===== src/pkg/rsid_map.svh =====
/*
 * Register offsets, field positions, reset values and setting codes of the
 * remote signal input defaulting block.
 * Assumes byte addressing on a 32-bit Avalon-MM slave, one word per register.
 */
`ifndef RSID_MAP_SVH
`define RSID_MAP_SVH

`define RSID_ADDR_W 6
`define RSID_OFS_CTRL 6'h00
`define RSID_OFS_TP1_FB 6'h04
`define RSID_OFS_TP2_FB 6'h08
`define RSID_OFS_STATUS 6'h0c
`define RSID_OFS_MASK 6'h10
`define RSID_OFS_TP_STATE 6'h14
`define RSID_OFS_TP_SEEN 6'h18
`define RSID_OFS_DI_STATE 6'h1c
`define RSID_OFS_DI_SEEN 6'h20
`define RSID_OFS_RELAY_EN 6'h24
`define RSID_OFS_CFG_INDEX 6'h28
`define RSID_OFS_CFG_DATA 6'h2c

`define RSID_CTRL_TP_EN 0
`define RSID_CTRL_TWO_CH 1
`define RSID_CTRL_W 2
`define RSID_CTRL_RST 2'h0

`define RSID_EV_CH1_FAIL 0
`define RSID_EV_CH2_FAIL 1
`define RSID_EV_CH1_RESTORE 2
`define RSID_EV_CH2_RESTORE 3
`define RSID_EV_DEV_OFFLINE 4
`define RSID_EV_DEV_ONLINE 5
`define RSID_EV_W 6

`define RSID_FB_OFF 2'h0
`define RSID_FB_ON 2'h1
`define RSID_FB_LATEST_OFF 2'h2
`define RSID_FB_LATEST_ON 2'h3

`define RSID_NUM_TP 16
`define RSID_NUM_DIRECT 32
`define RSID_DIR_IDX_W 5
`define RSID_DEV_IDX_W 4
`define RSID_CFG_W 16

`endif


===== src/pkg/rsid_pkg.sv =====
/*
 * Types and shared functions of the remote signal input defaulting block.
 * Assumes rsid_map.svh is on the include path.
 */
`include "rsid_map.svh"

package rsid_pkg;

	typedef enum logic [1:0] {
		RSID_FB_OFF_MODE = `RSID_FB_OFF,
		RSID_FB_ON_MODE = `RSID_FB_ON,
		RSID_FB_LATEST_OFF_MODE = `RSID_FB_LATEST_OFF,
		RSID_FB_LATEST_ON_MODE = `RSID_FB_LATEST_ON
	} rsid_fallback_type;

	typedef enum logic [1:0] {
		RSID_BUS_IDLE = 2'h0,
		RSID_BUS_FETCH = 2'h1,
		RSID_BUS_DONE = 2'h3
	} rsid_bus_state_type;

	typedef struct packed {
		rsid_fallback_type fallback;
		logic [`RSID_DEV_IDX_W-1:0] src_dev;
		logic [`RSID_DIR_IDX_W-1:0] bit_num;
		logic [`RSID_DIR_IDX_W-1:0] relay_src;
	} rsid_di_cfg_type;

	typedef struct packed {
		logic read;
		logic write;
		logic [`RSID_ADDR_W-1:0] address;
		logic [31:0] writedata;
		logic [3:0] byteenable;
	} rsid_avs_req_type;

	// Value an input takes while its source is failed or offline.
	function automatic logic rsid_fallback_value(input logic [1:0] code, input logic seen, input logic last);
		logic v;
		v = 1'b0;
		case (code)
			`RSID_FB_ON: v = 1'b1;
			`RSID_FB_LATEST_OFF: v = seen ? last : 1'b0;
			`RSID_FB_LATEST_ON: v = seen ? last : 1'b1;
			default: v = 1'b0;
		endcase
		return v;
	endfunction

	function automatic logic [31:0] rsid_merge(input logic [31:0] old, input logic [31:0] din, input logic [3:0] be);
		logic [31:0] r;
		r = old;
		for (int b = 0; b < 4; b++)
		begin
			if (be[b])
				r[b*8 +: 8] = din[b*8 +: 8];
		end
		return r;
	endfunction

endpackage


===== src/design/rsid_cfg_mem.sv =====
/*
 * Setting store for the direct inputs: one write port and two read ports,
 * each read port with registered data one cycle after its address.
 * Assumes a single clock and synchronous active-high reset.
 */
`timescale 1ns/1ps
`default_nettype none

module rsid_cfg_mem #(
	parameter int WIDTH = 16,
	parameter int DEPTH = 32,
	parameter int AW = 5
) (
	input wire logic i_clk,
	input wire logic i_reset,
	input wire logic i_wr_en,
	input wire logic [AW-1:0] i_wr_addr,
	input wire logic [WIDTH-1:0] i_wr_data,
	input wire logic [AW-1:0] i_a_addr,
	output logic [WIDTH-1:0] o_a_data,
	input wire logic [AW-1:0] i_b_addr,
	output logic [WIDTH-1:0] o_b_data
);
	logic [WIDTH-1:0] mem [DEPTH];

	// Cleared on reset so every input starts forced low with a known source.
	always_ff @(posedge i_clk)
	begin
		if (i_reset)
		begin
			for (int k = 0; k < DEPTH; k++)
				mem[k] <= '0;
			o_a_data <= '0;
			o_b_data <= '0;
		end
		else
		begin
			if (i_wr_en)
				mem[i_wr_addr] <= i_wr_data;
			o_a_data <= mem[i_a_addr];
			o_b_data <= mem[i_b_addr];
		end
	end
endmodule // rsid_cfg_mem

`default_nettype wire


===== src/design/rsid_fallback_bank.sv =====
/*
 * One teleprotection channel: passes received bits while the channel is
 * healthy and applies each input's fallback while it has failed.
 * Assumes channel health and received bits are synchronous to i_clk.
 */
`timescale 1ns/1ps
`default_nettype none

module rsid_fallback_bank #(
	parameter int N = 16
) (
	input wire logic i_clk,
	input wire logic i_reset,
	input wire logic i_enable,
	input wire logic i_ok,
	input wire logic [N-1:0] i_rx,
	input wire logic [2*N-1:0] i_fallback,
	output logic [N-1:0] o_state,
	output logic [N-1:0] o_seen
);
	import rsid_pkg::*;

	logic [N-1:0] last;

	always_ff @(posedge i_clk)
	begin
		if (i_reset)
		begin
			last <= '0;
			o_seen <= '0;
			o_state <= '0;
		end
		else if (!i_enable)
			o_state <= '0;
		else if (i_ok)
		begin
			last <= i_rx;
			o_seen <= '1;
			o_state <= i_rx;
		end
		else
		begin
			for (int k = 0; k < N; k++)
				o_state[k] <= rsid_fallback_value(i_fallback[2*k +: 2], o_seen[k], last[k]);
		end
	end
endmodule // rsid_fallback_bank

`default_nettype wire


===== src/design/rsid_top.sv =====
/*
 * Remote signal input defaulting: teleprotection inputs on two channels and
 * direct inputs picked from peer messages, each with a fallback state, plus
 * relaying of direct inputs onto direct outputs, behind an Avalon-MM slave.
 * Assumes all link inputs are synchronous to i_clk and that peer framing is
 * done upstream.
 */
// Our own choices: the register addresses and register access over Avalon-MM.
// Function
// - Sixteen teleprotection inputs from channel one.
// - Channel two inputs only in two-channel configurations.
// - Teleprotection inputs carry nothing while disabled.
// - Forced-high fallback drives one on failure.
// - Forced-low fallback drives zero on failure.
// - Hold-last modes freeze last received state.
// - Never received: hold-last falls back one/zero.
// - Direct input picks selected bit from device.
// - Direct outputs may relay received direct inputs.
// - Restored communication passes received states again.
// - Offline source device applies direct fallback.
// - Bit number equals sender's direct output index.
`timescale 1ns/1ps
`default_nettype none
`include "rsid_map.svh"

module rsid_top #(
	parameter int NDEV = 16
) (
	input wire logic i_clk,
	input wire logic i_reset,
	input wire rsid_pkg::rsid_avs_req_type i_avs,
	output logic [31:0] o_avs_readdata,
	output logic o_avs_waitrequest,
	output logic o_irq,
	input wire logic i_tp1_ok,
	input wire logic [`RSID_NUM_TP-1:0] i_tp1_rx,
	input wire logic i_tp2_ok,
	input wire logic [`RSID_NUM_TP-1:0] i_tp2_rx,
	output logic [`RSID_NUM_TP-1:0] o_tp1,
	output logic [`RSID_NUM_TP-1:0] o_tp2,
	input wire logic [NDEV-1:0] i_dev_online,
	input wire logic [NDEV-1:0][`RSID_NUM_DIRECT-1:0] i_dev_msg,
	input wire logic [`RSID_NUM_DIRECT-1:0] i_local_dout,
	output logic [`RSID_NUM_DIRECT-1:0] o_direct_in,
	output logic [`RSID_NUM_DIRECT-1:0] o_direct_out
);
	import rsid_pkg::*;

	localparam int NDIR = `RSID_NUM_DIRECT;
	localparam int NTP = `RSID_NUM_TP;
	localparam int IW = `RSID_DIR_IDX_W;

	// Software-visible registers.
	logic [`RSID_CTRL_W-1:0] ctrl;
	logic [31:0] tp1_fb;
	logic [31:0] tp2_fb;
	logic [`RSID_EV_W-1:0] status;
	logic [`RSID_EV_W-1:0] mask;
	logic [NDIR-1:0] relay_en;
	logic [IW-1:0] cfg_index;
	logic [31:0] readdata;
	rsid_bus_state_type bus_state;
	rsid_bus_state_type next_bus_state;

	// Link-side state.
	logic tp1_ok_q;
	logic tp2_ok_q;
	logic [NDEV-1:0] online_q;
	logic [NTP-1:0] tp1_seen;
	logic [NTP-1:0] tp2_seen;
	logic [NDIR-1:0] di_last;
	logic [NDIR-1:0] di_seen;
	logic [NDIR-1:0] relay_val;
	logic [IW-1:0] scan_idx;
	logic [IW-1:0] scan_idx_d;
	logic [`RSID_CFG_W-1:0] mem_a_q;
	logic [`RSID_CFG_W-1:0] mem_b_q;

	// Address decode.
	wire idle = (bus_state == RSID_BUS_IDLE);
	wire wr = i_avs.write & idle;
	wire hit_ctrl = (i_avs.address == `RSID_OFS_CTRL);
	wire hit_tp1_fb = (i_avs.address == `RSID_OFS_TP1_FB);
	wire hit_tp2_fb = (i_avs.address == `RSID_OFS_TP2_FB);
	wire hit_status = (i_avs.address == `RSID_OFS_STATUS);
	wire hit_mask = (i_avs.address == `RSID_OFS_MASK);
	wire hit_tp_state = (i_avs.address == `RSID_OFS_TP_STATE);
	wire hit_tp_seen = (i_avs.address == `RSID_OFS_TP_SEEN);
	wire hit_di_state = (i_avs.address == `RSID_OFS_DI_STATE);
	wire hit_di_seen = (i_avs.address == `RSID_OFS_DI_SEEN);
	wire hit_relay_en = (i_avs.address == `RSID_OFS_RELAY_EN);
	wire hit_cfg_index = (i_avs.address == `RSID_OFS_CFG_INDEX);
	wire hit_cfg_data = (i_avs.address == `RSID_OFS_CFG_DATA);

	// Reads take two wait cycles so that the setting memory and every
	// readback pass through a register before they reach the bus.
	assign o_avs_waitrequest = i_avs.read & (bus_state != RSID_BUS_DONE);
	assign o_avs_readdata = readdata;

	// A read walks idle, fetch, done; writes never leave idle.
	always_comb
	begin
		case (bus_state)
			RSID_BUS_IDLE: next_bus_state = i_avs.read ? RSID_BUS_FETCH : RSID_BUS_IDLE;
			RSID_BUS_FETCH: next_bus_state = RSID_BUS_DONE;
			RSID_BUS_DONE: next_bus_state = RSID_BUS_IDLE;
			default: next_bus_state = RSID_BUS_IDLE;
		endcase
	end

	always_ff @(posedge i_clk)
	begin
		if (i_reset)
			bus_state <= RSID_BUS_IDLE;
		else
			bus_state <= next_bus_state;
	end

	wire [31:0] wdata = i_avs.writedata;
	wire [3:0] be = i_avs.byteenable;
	wire [31:0] ctrl_w = rsid_merge({{(32-`RSID_CTRL_W){1'b0}}, ctrl}, wdata, be);
	wire [31:0] tp1_fb_w = rsid_merge(tp1_fb, wdata, be);
	wire [31:0] tp2_fb_w = rsid_merge(tp2_fb, wdata, be);
	wire [31:0] mask_w = rsid_merge({{(32-`RSID_EV_W){1'b0}}, mask}, wdata, be);
	wire [31:0] relay_w = rsid_merge(relay_en, wdata, be);
	wire [31:0] index_w = rsid_merge({{(32-IW){1'b0}}, cfg_index}, wdata, be);
	wire [31:0] clear_w = rsid_merge(32'h0, wdata, be);
	wire cfg_wr = wr & hit_cfg_data & (be[1:0] == 2'h3);

	wire tp_en = ctrl[`RSID_CTRL_TP_EN];
	wire two_ch = ctrl[`RSID_CTRL_TWO_CH];

	always_ff @(posedge i_clk)
	begin
		if (i_reset)
		begin
			ctrl <= `RSID_CTRL_RST;
			tp1_fb <= 32'h0;
			tp2_fb <= 32'h0;
		end
		else if (wr)
		begin
			if (hit_ctrl)
				ctrl <= ctrl_w[`RSID_CTRL_W-1:0];
			if (hit_tp1_fb)
				tp1_fb <= tp1_fb_w;
			if (hit_tp2_fb)
				tp2_fb <= tp2_fb_w;
		end
	end

	// Relay enables and the setting index; a new index applies to the next
	// setting access, so software writes the index before the data.
	always_ff @(posedge i_clk)
	begin
		if (i_reset)
		begin
			relay_en <= '0;
			cfg_index <= '0;
		end
		else if (wr)
		begin
			if (hit_relay_en)
				relay_en <= relay_w;
			if (hit_cfg_index)
				cfg_index <= index_w[IW-1:0];
		end
	end

	// The interrupt line is built from next values, so a mask write takes
	// effect on the same edge as the register itself.
	wire [`RSID_EV_W-1:0] next_mask = (wr & hit_mask) ? mask_w[`RSID_EV_W-1:0] : mask;

	always_ff @(posedge i_clk)
	begin
		if (i_reset)
			mask <= '0;
		else
			mask <= next_mask;
	end

	// Readback, selected during the fetch cycle; unmapped offsets read zero.
	wire [31:0] rd_value =
		hit_ctrl ? {{(32-`RSID_CTRL_W){1'b0}}, ctrl} :
		hit_tp1_fb ? tp1_fb :
		hit_tp2_fb ? tp2_fb :
		hit_status ? {{(32-`RSID_EV_W){1'b0}}, status} :
		hit_mask ? {{(32-`RSID_EV_W){1'b0}}, mask} :
		hit_tp_state ? {o_tp2, o_tp1} :
		hit_tp_seen ? {tp2_seen, tp1_seen} :
		hit_di_state ? o_direct_in :
		hit_di_seen ? di_seen :
		hit_relay_en ? relay_en :
		hit_cfg_index ? {{(32-IW){1'b0}}, cfg_index} :
		hit_cfg_data ? {{(32-`RSID_CFG_W){1'b0}}, mem_a_q} : 32'h0;

	always_ff @(posedge i_clk)
	begin
		if (i_reset)
			readdata <= 32'h0;
		else if (bus_state == RSID_BUS_FETCH)
			readdata <= rd_value;
	end

	// Teleprotection channels.
	rsid_fallback_bank #(
		.N(NTP)
	) u_tp1 (
		.i_clk(i_clk),
		.i_reset(i_reset),
		.i_enable(tp_en),
		.i_ok(i_tp1_ok),
		.i_rx(i_tp1_rx),
		.i_fallback(tp1_fb),
		.o_state(o_tp1),
		.o_seen(tp1_seen)
	);

	rsid_fallback_bank #(
		.N(NTP)
	) u_tp2 (
		.i_clk(i_clk),
		.i_reset(i_reset),
		.i_enable(tp_en & two_ch),
		.i_ok(i_tp2_ok),
		.i_rx(i_tp2_rx),
		.i_fallback(tp2_fb),
		.o_state(o_tp2),
		.o_seen(tp2_seen)
	);

	// Direct input settings, scanned round-robin by port B.
	rsid_cfg_mem #(
		.WIDTH(`RSID_CFG_W),
		.DEPTH(NDIR),
		.AW(IW)
	) u_cfg (
		.i_clk(i_clk),
		.i_reset(i_reset),
		.i_wr_en(cfg_wr),
		.i_wr_addr(cfg_index),
		.i_wr_data(wdata[`RSID_CFG_W-1:0]),
		.i_a_addr(cfg_index),
		.o_a_data(mem_a_q),
		.i_b_addr(scan_idx),
		.o_b_data(mem_b_q)
	);

	// Each direct input is refreshed once every NDIR cycles; the trade is
	// one memory instead of NDIR parallel selectors, at 256 ns worst lag.
	rsid_di_cfg_type cfg;
	assign cfg = rsid_di_cfg_type'(mem_b_q);
	wire src_valid = (32'(cfg.src_dev) < NDEV);
	wire src_online = src_valid & i_dev_online[cfg.src_dev];
	wire src_bit = i_dev_msg[cfg.src_dev][cfg.bit_num];
	wire fb_bit = rsid_fallback_value(cfg.fallback, di_seen[scan_idx_d], di_last[scan_idx_d]);

	// The delayed index lines up with the memory's registered read data.
	always_ff @(posedge i_clk)
	begin
		if (i_reset)
		begin
			scan_idx <= '0;
			scan_idx_d <= '0;
		end
		else
		begin
			scan_idx <= scan_idx + 1'b1;
			scan_idx_d <= scan_idx;
		end
	end

	always_ff @(posedge i_clk)
	begin
		if (i_reset)
		begin
			di_last <= '0;
			di_seen <= '0;
			o_direct_in <= '0;
			relay_val <= '0;
		end
		else
		begin
			relay_val[scan_idx_d] <= o_direct_in[cfg.relay_src];
			if (src_online)
			begin
				di_last[scan_idx_d] <= src_bit;
				di_seen[scan_idx_d] <= 1'b1;
				o_direct_in[scan_idx_d] <= src_bit;
			end
			else
				o_direct_in[scan_idx_d] <= fb_bit;
		end
	end

	// Direct outputs: local operand unless relaying is enabled for that bit.
	wire [NDIR-1:0] next_direct_out = (relay_en & relay_val) | (~relay_en & i_local_dout);

	always_ff @(posedge i_clk)
	begin
		if (i_reset)
			o_direct_out <= '0;
		else
			o_direct_out <= next_direct_out;
	end

	// Events: channel failure and restoration, device offline and online.
	logic [`RSID_EV_W-1:0] events;
	always_comb
	begin
		events = '0;
		events[`RSID_EV_CH1_FAIL] = tp1_ok_q & ~i_tp1_ok;
		events[`RSID_EV_CH2_FAIL] = tp2_ok_q & ~i_tp2_ok;
		events[`RSID_EV_CH1_RESTORE] = ~tp1_ok_q & i_tp1_ok;
		events[`RSID_EV_CH2_RESTORE] = ~tp2_ok_q & i_tp2_ok;
		events[`RSID_EV_DEV_OFFLINE] = |(online_q & ~i_dev_online);
		events[`RSID_EV_DEV_ONLINE] = |(~online_q & i_dev_online);
	end

	// A new event in the cycle of its clear keeps the bit set.
	wire [`RSID_EV_W-1:0] clear_bits = (wr & hit_status) ? clear_w[`RSID_EV_W-1:0] : '0;
	wire [`RSID_EV_W-1:0] next_status = (status & ~clear_bits) | events;

	always_ff @(posedge i_clk)
	begin
		if (i_reset)
		begin
			status <= '0;
			o_irq <= 1'b0;
		end
		else
		begin
			status <= next_status;
			o_irq <= |(next_status & next_mask);
		end
	end

	// Registered link health; every event is an edge against it, and its
	// reset value makes the first healthy link after reset log a restore.
	always_ff @(posedge i_clk)
	begin
		if (i_reset)
		begin
			tp1_ok_q <= 1'b0;
			tp2_ok_q <= 1'b0;
			online_q <= '0;
		end
		else
		begin
			tp1_ok_q <= i_tp1_ok;
			tp2_ok_q <= i_tp2_ok;
			online_q <= i_dev_online;
		end
	end
endmodule // rsid_top

`default_nettype wire


===== config.mk =====
export PLATFORM = sky130hd
export DESIGN_NAME = rsid_top
export DESIGN_NICKNAME = d
export VERILOG_FILES = /design/src/pkg/rsid_pkg.sv /design/src/design/rsid_cfg_mem.sv /design/src/design/rsid_fallback_bank.sv /design/src/design/rsid_top.sv
export VERILOG_INCLUDE_DIRS = /design/src /design/src/pkg
export SDC_FILE = /design/constraint.sdc
export NUM_CORES = 2
export LEC_CHECK = 0
export ABC_CLOCK_PERIOD_IN_PS = 2700
export BUFFER_PORTS_ARGS = -buffer_cell sky130_fd_sc_hd__buf_2
export CAP_MARGIN = 20
export CORE_ASPECT_RATIO = 1.5
export CORE_UTILIZATION = 52
export CTS_CLUSTER_SIZE = 30
export DETAILED_ROUTE_END_ITERATION = 8
export PLACE_DENSITY = 0.76
export SLEW_MARGIN = 15
export SYNTH_ARGS = -nofsm -noshare
export SYNTH_HDL_FRONTEND = slang
export SYNTH_SLANG_ARGS = --single-unit
export TNS_END_PERCENT = 100

===== constraint.sdc =====
create_clock -name i_clk -period 2.7 [get_ports i_clk]
set_clock_uncertainty 0.05 [all_clocks]
set_input_delay 0.135 -clock i_clk [delete_from_list [all_inputs] [get_ports i_clk]]
set_output_delay 0.135 -clock i_clk [all_outputs]
set_load 0.01 [all_outputs]

==> out/metrics.csv <==
metric,value,unit
critical path launch point type,flop,
Crit path required time,3.20,ns
Worst EP arrival,3.65,ns
DR pass1 iterations,7,
setup violators final,77,
Crit path top cell by count,mux4_2,
crit-path cells,buf_6 -> mux4_2 -> mux4_2 -> a22oi_2 -> buf_4 -> and4b_4 -> buf_12 -> nor2_1 -> nand3_2 -> o311ai_1,
Max Clk Rate,317,MHz
io pins,770,
violated checks,setup timing,
syn_area_per_cell,11.9,sq um
placed insts,6349,
Finished Layout Cells,6681,
NetSw,9280,uW
gr ovfl total,0,
register share of total power,45.6,%
cell-internal power,25500,uW
Chip Width,257,um
vias post-DR,45121,
Post-synth EDFFs,512,
global placement routability congestion,1.32,
GRT met3 Usage,16.9,%
Slew Limit Fails,0,
CORE AREA,96000,sq um
crit path max fanout,16,
Clk Tree Root Cell,clkbuf_16,
HP Class,input pin to flop,
Synth Flop Type,edfxtp_1,
first-pass GRT wire length,321000,um
Setup Crit Path Kind,flop to flop,
final wirelength,232000,um
die area,98600,sq um
register area share after synthesis,47.6,%
commonest cells in the netlist,"and2_1 (515), edfxtp_1 (512), mux4_2 (442)",
Avg WL per Cell,34.8,um
most common cell in the synthesized netlist,and2_1,
TritonCTS buffer count,87,
LEAKAGE,0.0242,uW
"Clk pin slew, worst setup/hold paths",0.07,ns
fin crit share,117,%
Async SR Flop Fraction,0,%
final worst setup slack,-0.452,ns
Mapped Cells,4258,
largest net degree at the start of global routing,178,
Synth Net Count,4899,
CTS tree,done,
die height,384,um
RSZ-0062 raised after global routing,true,
run status,"complete, but fails checks",
GR Util met1,51.8,%
detailed placement HPWL,175000,um
Starting DRT DRC Count,7321,
DRC,0,
Synth area leader,edfxtp_1,
worst-margin pin slew,1.23,ns
worst-skew pair later-pin latency,0.69,ns
switching part of the total,26.7,%
Rows,139,
Final Hold Fails,0,
"top cells by area, synth","edfxtp_1 (30%), mux4_2 (20%), dfxtp_1 (17%), and2_1 (6.4%), mux2i_1 (3.4%)",
Post-Syn Area,50600,sq um
Pwr Density,546,nW/um^2
max-cap viol count,0,
vias in the first global route,43442,
Via density,6.75,
Slew Limit Headroom,17.6,%
Critical-path top delay cell,mux4_2,
Layout Nets,5950,
GRT Overall Usage,46.4,%
Max VDD drop,530,uV
area delta synth->final,25.8,%
Clock Path Buffers,3,
Routed Antenna Nets,0,
yosys warns,0,
Tmin final,3.15,ns
CTS sink cnt,948,
I/O Buffers,769,
fraction of layout cells with a size suffix above 1,36.3,%
largest stage delay on the critical path,0.62,ns
routing usage on met2,72.4,%
H-Tree Level Count,3,
number of library cell types mapped by synthesis,74,
gr busiest metal,met2,
part of the power in the clock network,37.4,%
Pwr Total,34700,uW
Yosys reg bits,948,
combinational group share of total power,17.1,%
Initial Util,52.7,%
initial antenna violation count,65,
top cell type's share of synthesized area,30.4,%
CP Capture Type,flop,
-- sequential cells by signal (all words and copies together) (netlist names), 5 cells and up --
name and count:
u_tp2.last 16, scan_idx 5, o_direct_in 32, u_cfg.o_b_data 16, u_tp1.last 16, online_q 16
tp2_fb 32, status 6, scan_idx_d 5, di_seen 32, relay_val 32, u_cfg.o_a_data 16
u_tp2.o_state 16, u_tp1.o_state 16, relay_en 32, di_last 32, mask 6, u_cfg.mem 512
o_direct_out 32, o_avs_readdata 32, cfg_index 5, tp1_fb 32
-- critical path: cells and delay by family (launching register included) --
family,cells,cell delay (ns)
multiplexers,2,1.14
AO/OA/AOI/OAI,2,0.36
buffers and inverters,3,0.48
AND/OR/NAND/NOR,3,0.46
flip-flops,1,0.48
-- power by group through the flow --
stage                     sequential (uW)  clock (uW)  combinational [uW]
after CTS                           15800       12900                5660
after detailed placement            16100           0                5310
after global routing                15800       13400                6030
after floorplan                     16000           0                2720
after global placement              16100           0                5280
final                               15800       13000                5920
-- metrics by stage --
stage / area [sq um] / hold slack, ns / util (%) / setup WS, ns / setup TNS, ns
after CTS: 63400 / 0.00345 / 66.0 / -0.420 / -23.41
after global routing: 63600 / 0.0587 / 66.3 / -0.532 / -30.74
after detailed placement: 59000 / 0.328 / 61.4 / -0.486 / -34.74
after global placement: 59000 / 0.324 / 61.4 / -0.472 / -49.64
after floorplan: 50700 / 0.213 / - / -0.00742 / -0.345
final: 63700 / 0.0287 / 66.3 / -0.452 / -26.55
-- worst paths after layout --
path                      startpoint            endpoint  slack, ns  cells after the start
setup / recovery  u_cfg.o_b_data[10]      o_direct_in[7]      -0.45                     10
setup reg to reg  u_cfg.o_b_data[10]      o_direct_in[7]      -0.45                     10
hold reg to reg   o_avs_readdata[24]  o_avs_readdata[24]       0.40                      2
hold / removal             i_avs[14]          tp1_fb[10]       0.03                      3
-- cell type report --
| cell class | count | area, sq um |
|---|---|---|
| fill | 7132 | 32300 |
| multi-input combinational | 2878 | 24800 |
| sequential | 948 | 24100 |
| timing repair buffer | 1368 | 10100 |
| clock buffer | 121 | 2480 |
| tap | 1269 | 1590 |
| clock inverter | 38 | 433 |
| inverter | 26 | 97.6 |
| antenna | 33 | 82.6 |
-- layer usage --
metal  vias up  wire [um]
li1      18165          -
met1     22032      72500
met2      3898     106000
met3       976      31900
met4        50      21500
met5         -        308
-- layout by cell type, fill, tap and decap left out, types with 21 or more instances in the layout --
cell type / n
mux4_2: 442
nand3_2: 34
clkbuf_16: 94
diode_2: 33
clkbuf_1: 21
nor2b_1: 56
mux2i_1: 168
buf_4: 362
o211ai_1: 29
a21oi_1: 244
a21o_1: 28
a221oi_1: 37
buf_12: 103
nand3_1: 118
dlygate4sd3_1: 117
nand3b_1: 39
or2_2: 34
nand2_1: 324
nor2_1: 340
buf_2: 768
and2_1: 515
nand2b_1: 23
edfxtp_1: 512
o21ai_0: 49
nor3_1: 48
dfxtp_1: 426
o311ai_1: 64
inv_1: 25
a22oi_1: 71
a31oi_1: 23
-- what timing repair did --
item | 4_1_cts | 5_1_grt
buffers inserted | 14 | 5
endpoints found under the hold margin | 205 | 0
pin swaps | 5 | 4
setup endpoints to repair | 83 | 503
cloned | 3 | 3
hold buffers | 117 | 0
resized for setup | 24 | 26
-- logic make-up after synthesis --
logic type | share of synthesized area, %
and+or+nand+nor | 16.5
DFF | 47.6
AOI/OAI and AO/OA | 8.59
muxes | 23.3
buffers and inverters | 3.85
xor gates and xnor gates | 0.0519
adders and majority gates | 0.0247
No activity file was read; power rests on OpenSTA's default activity.
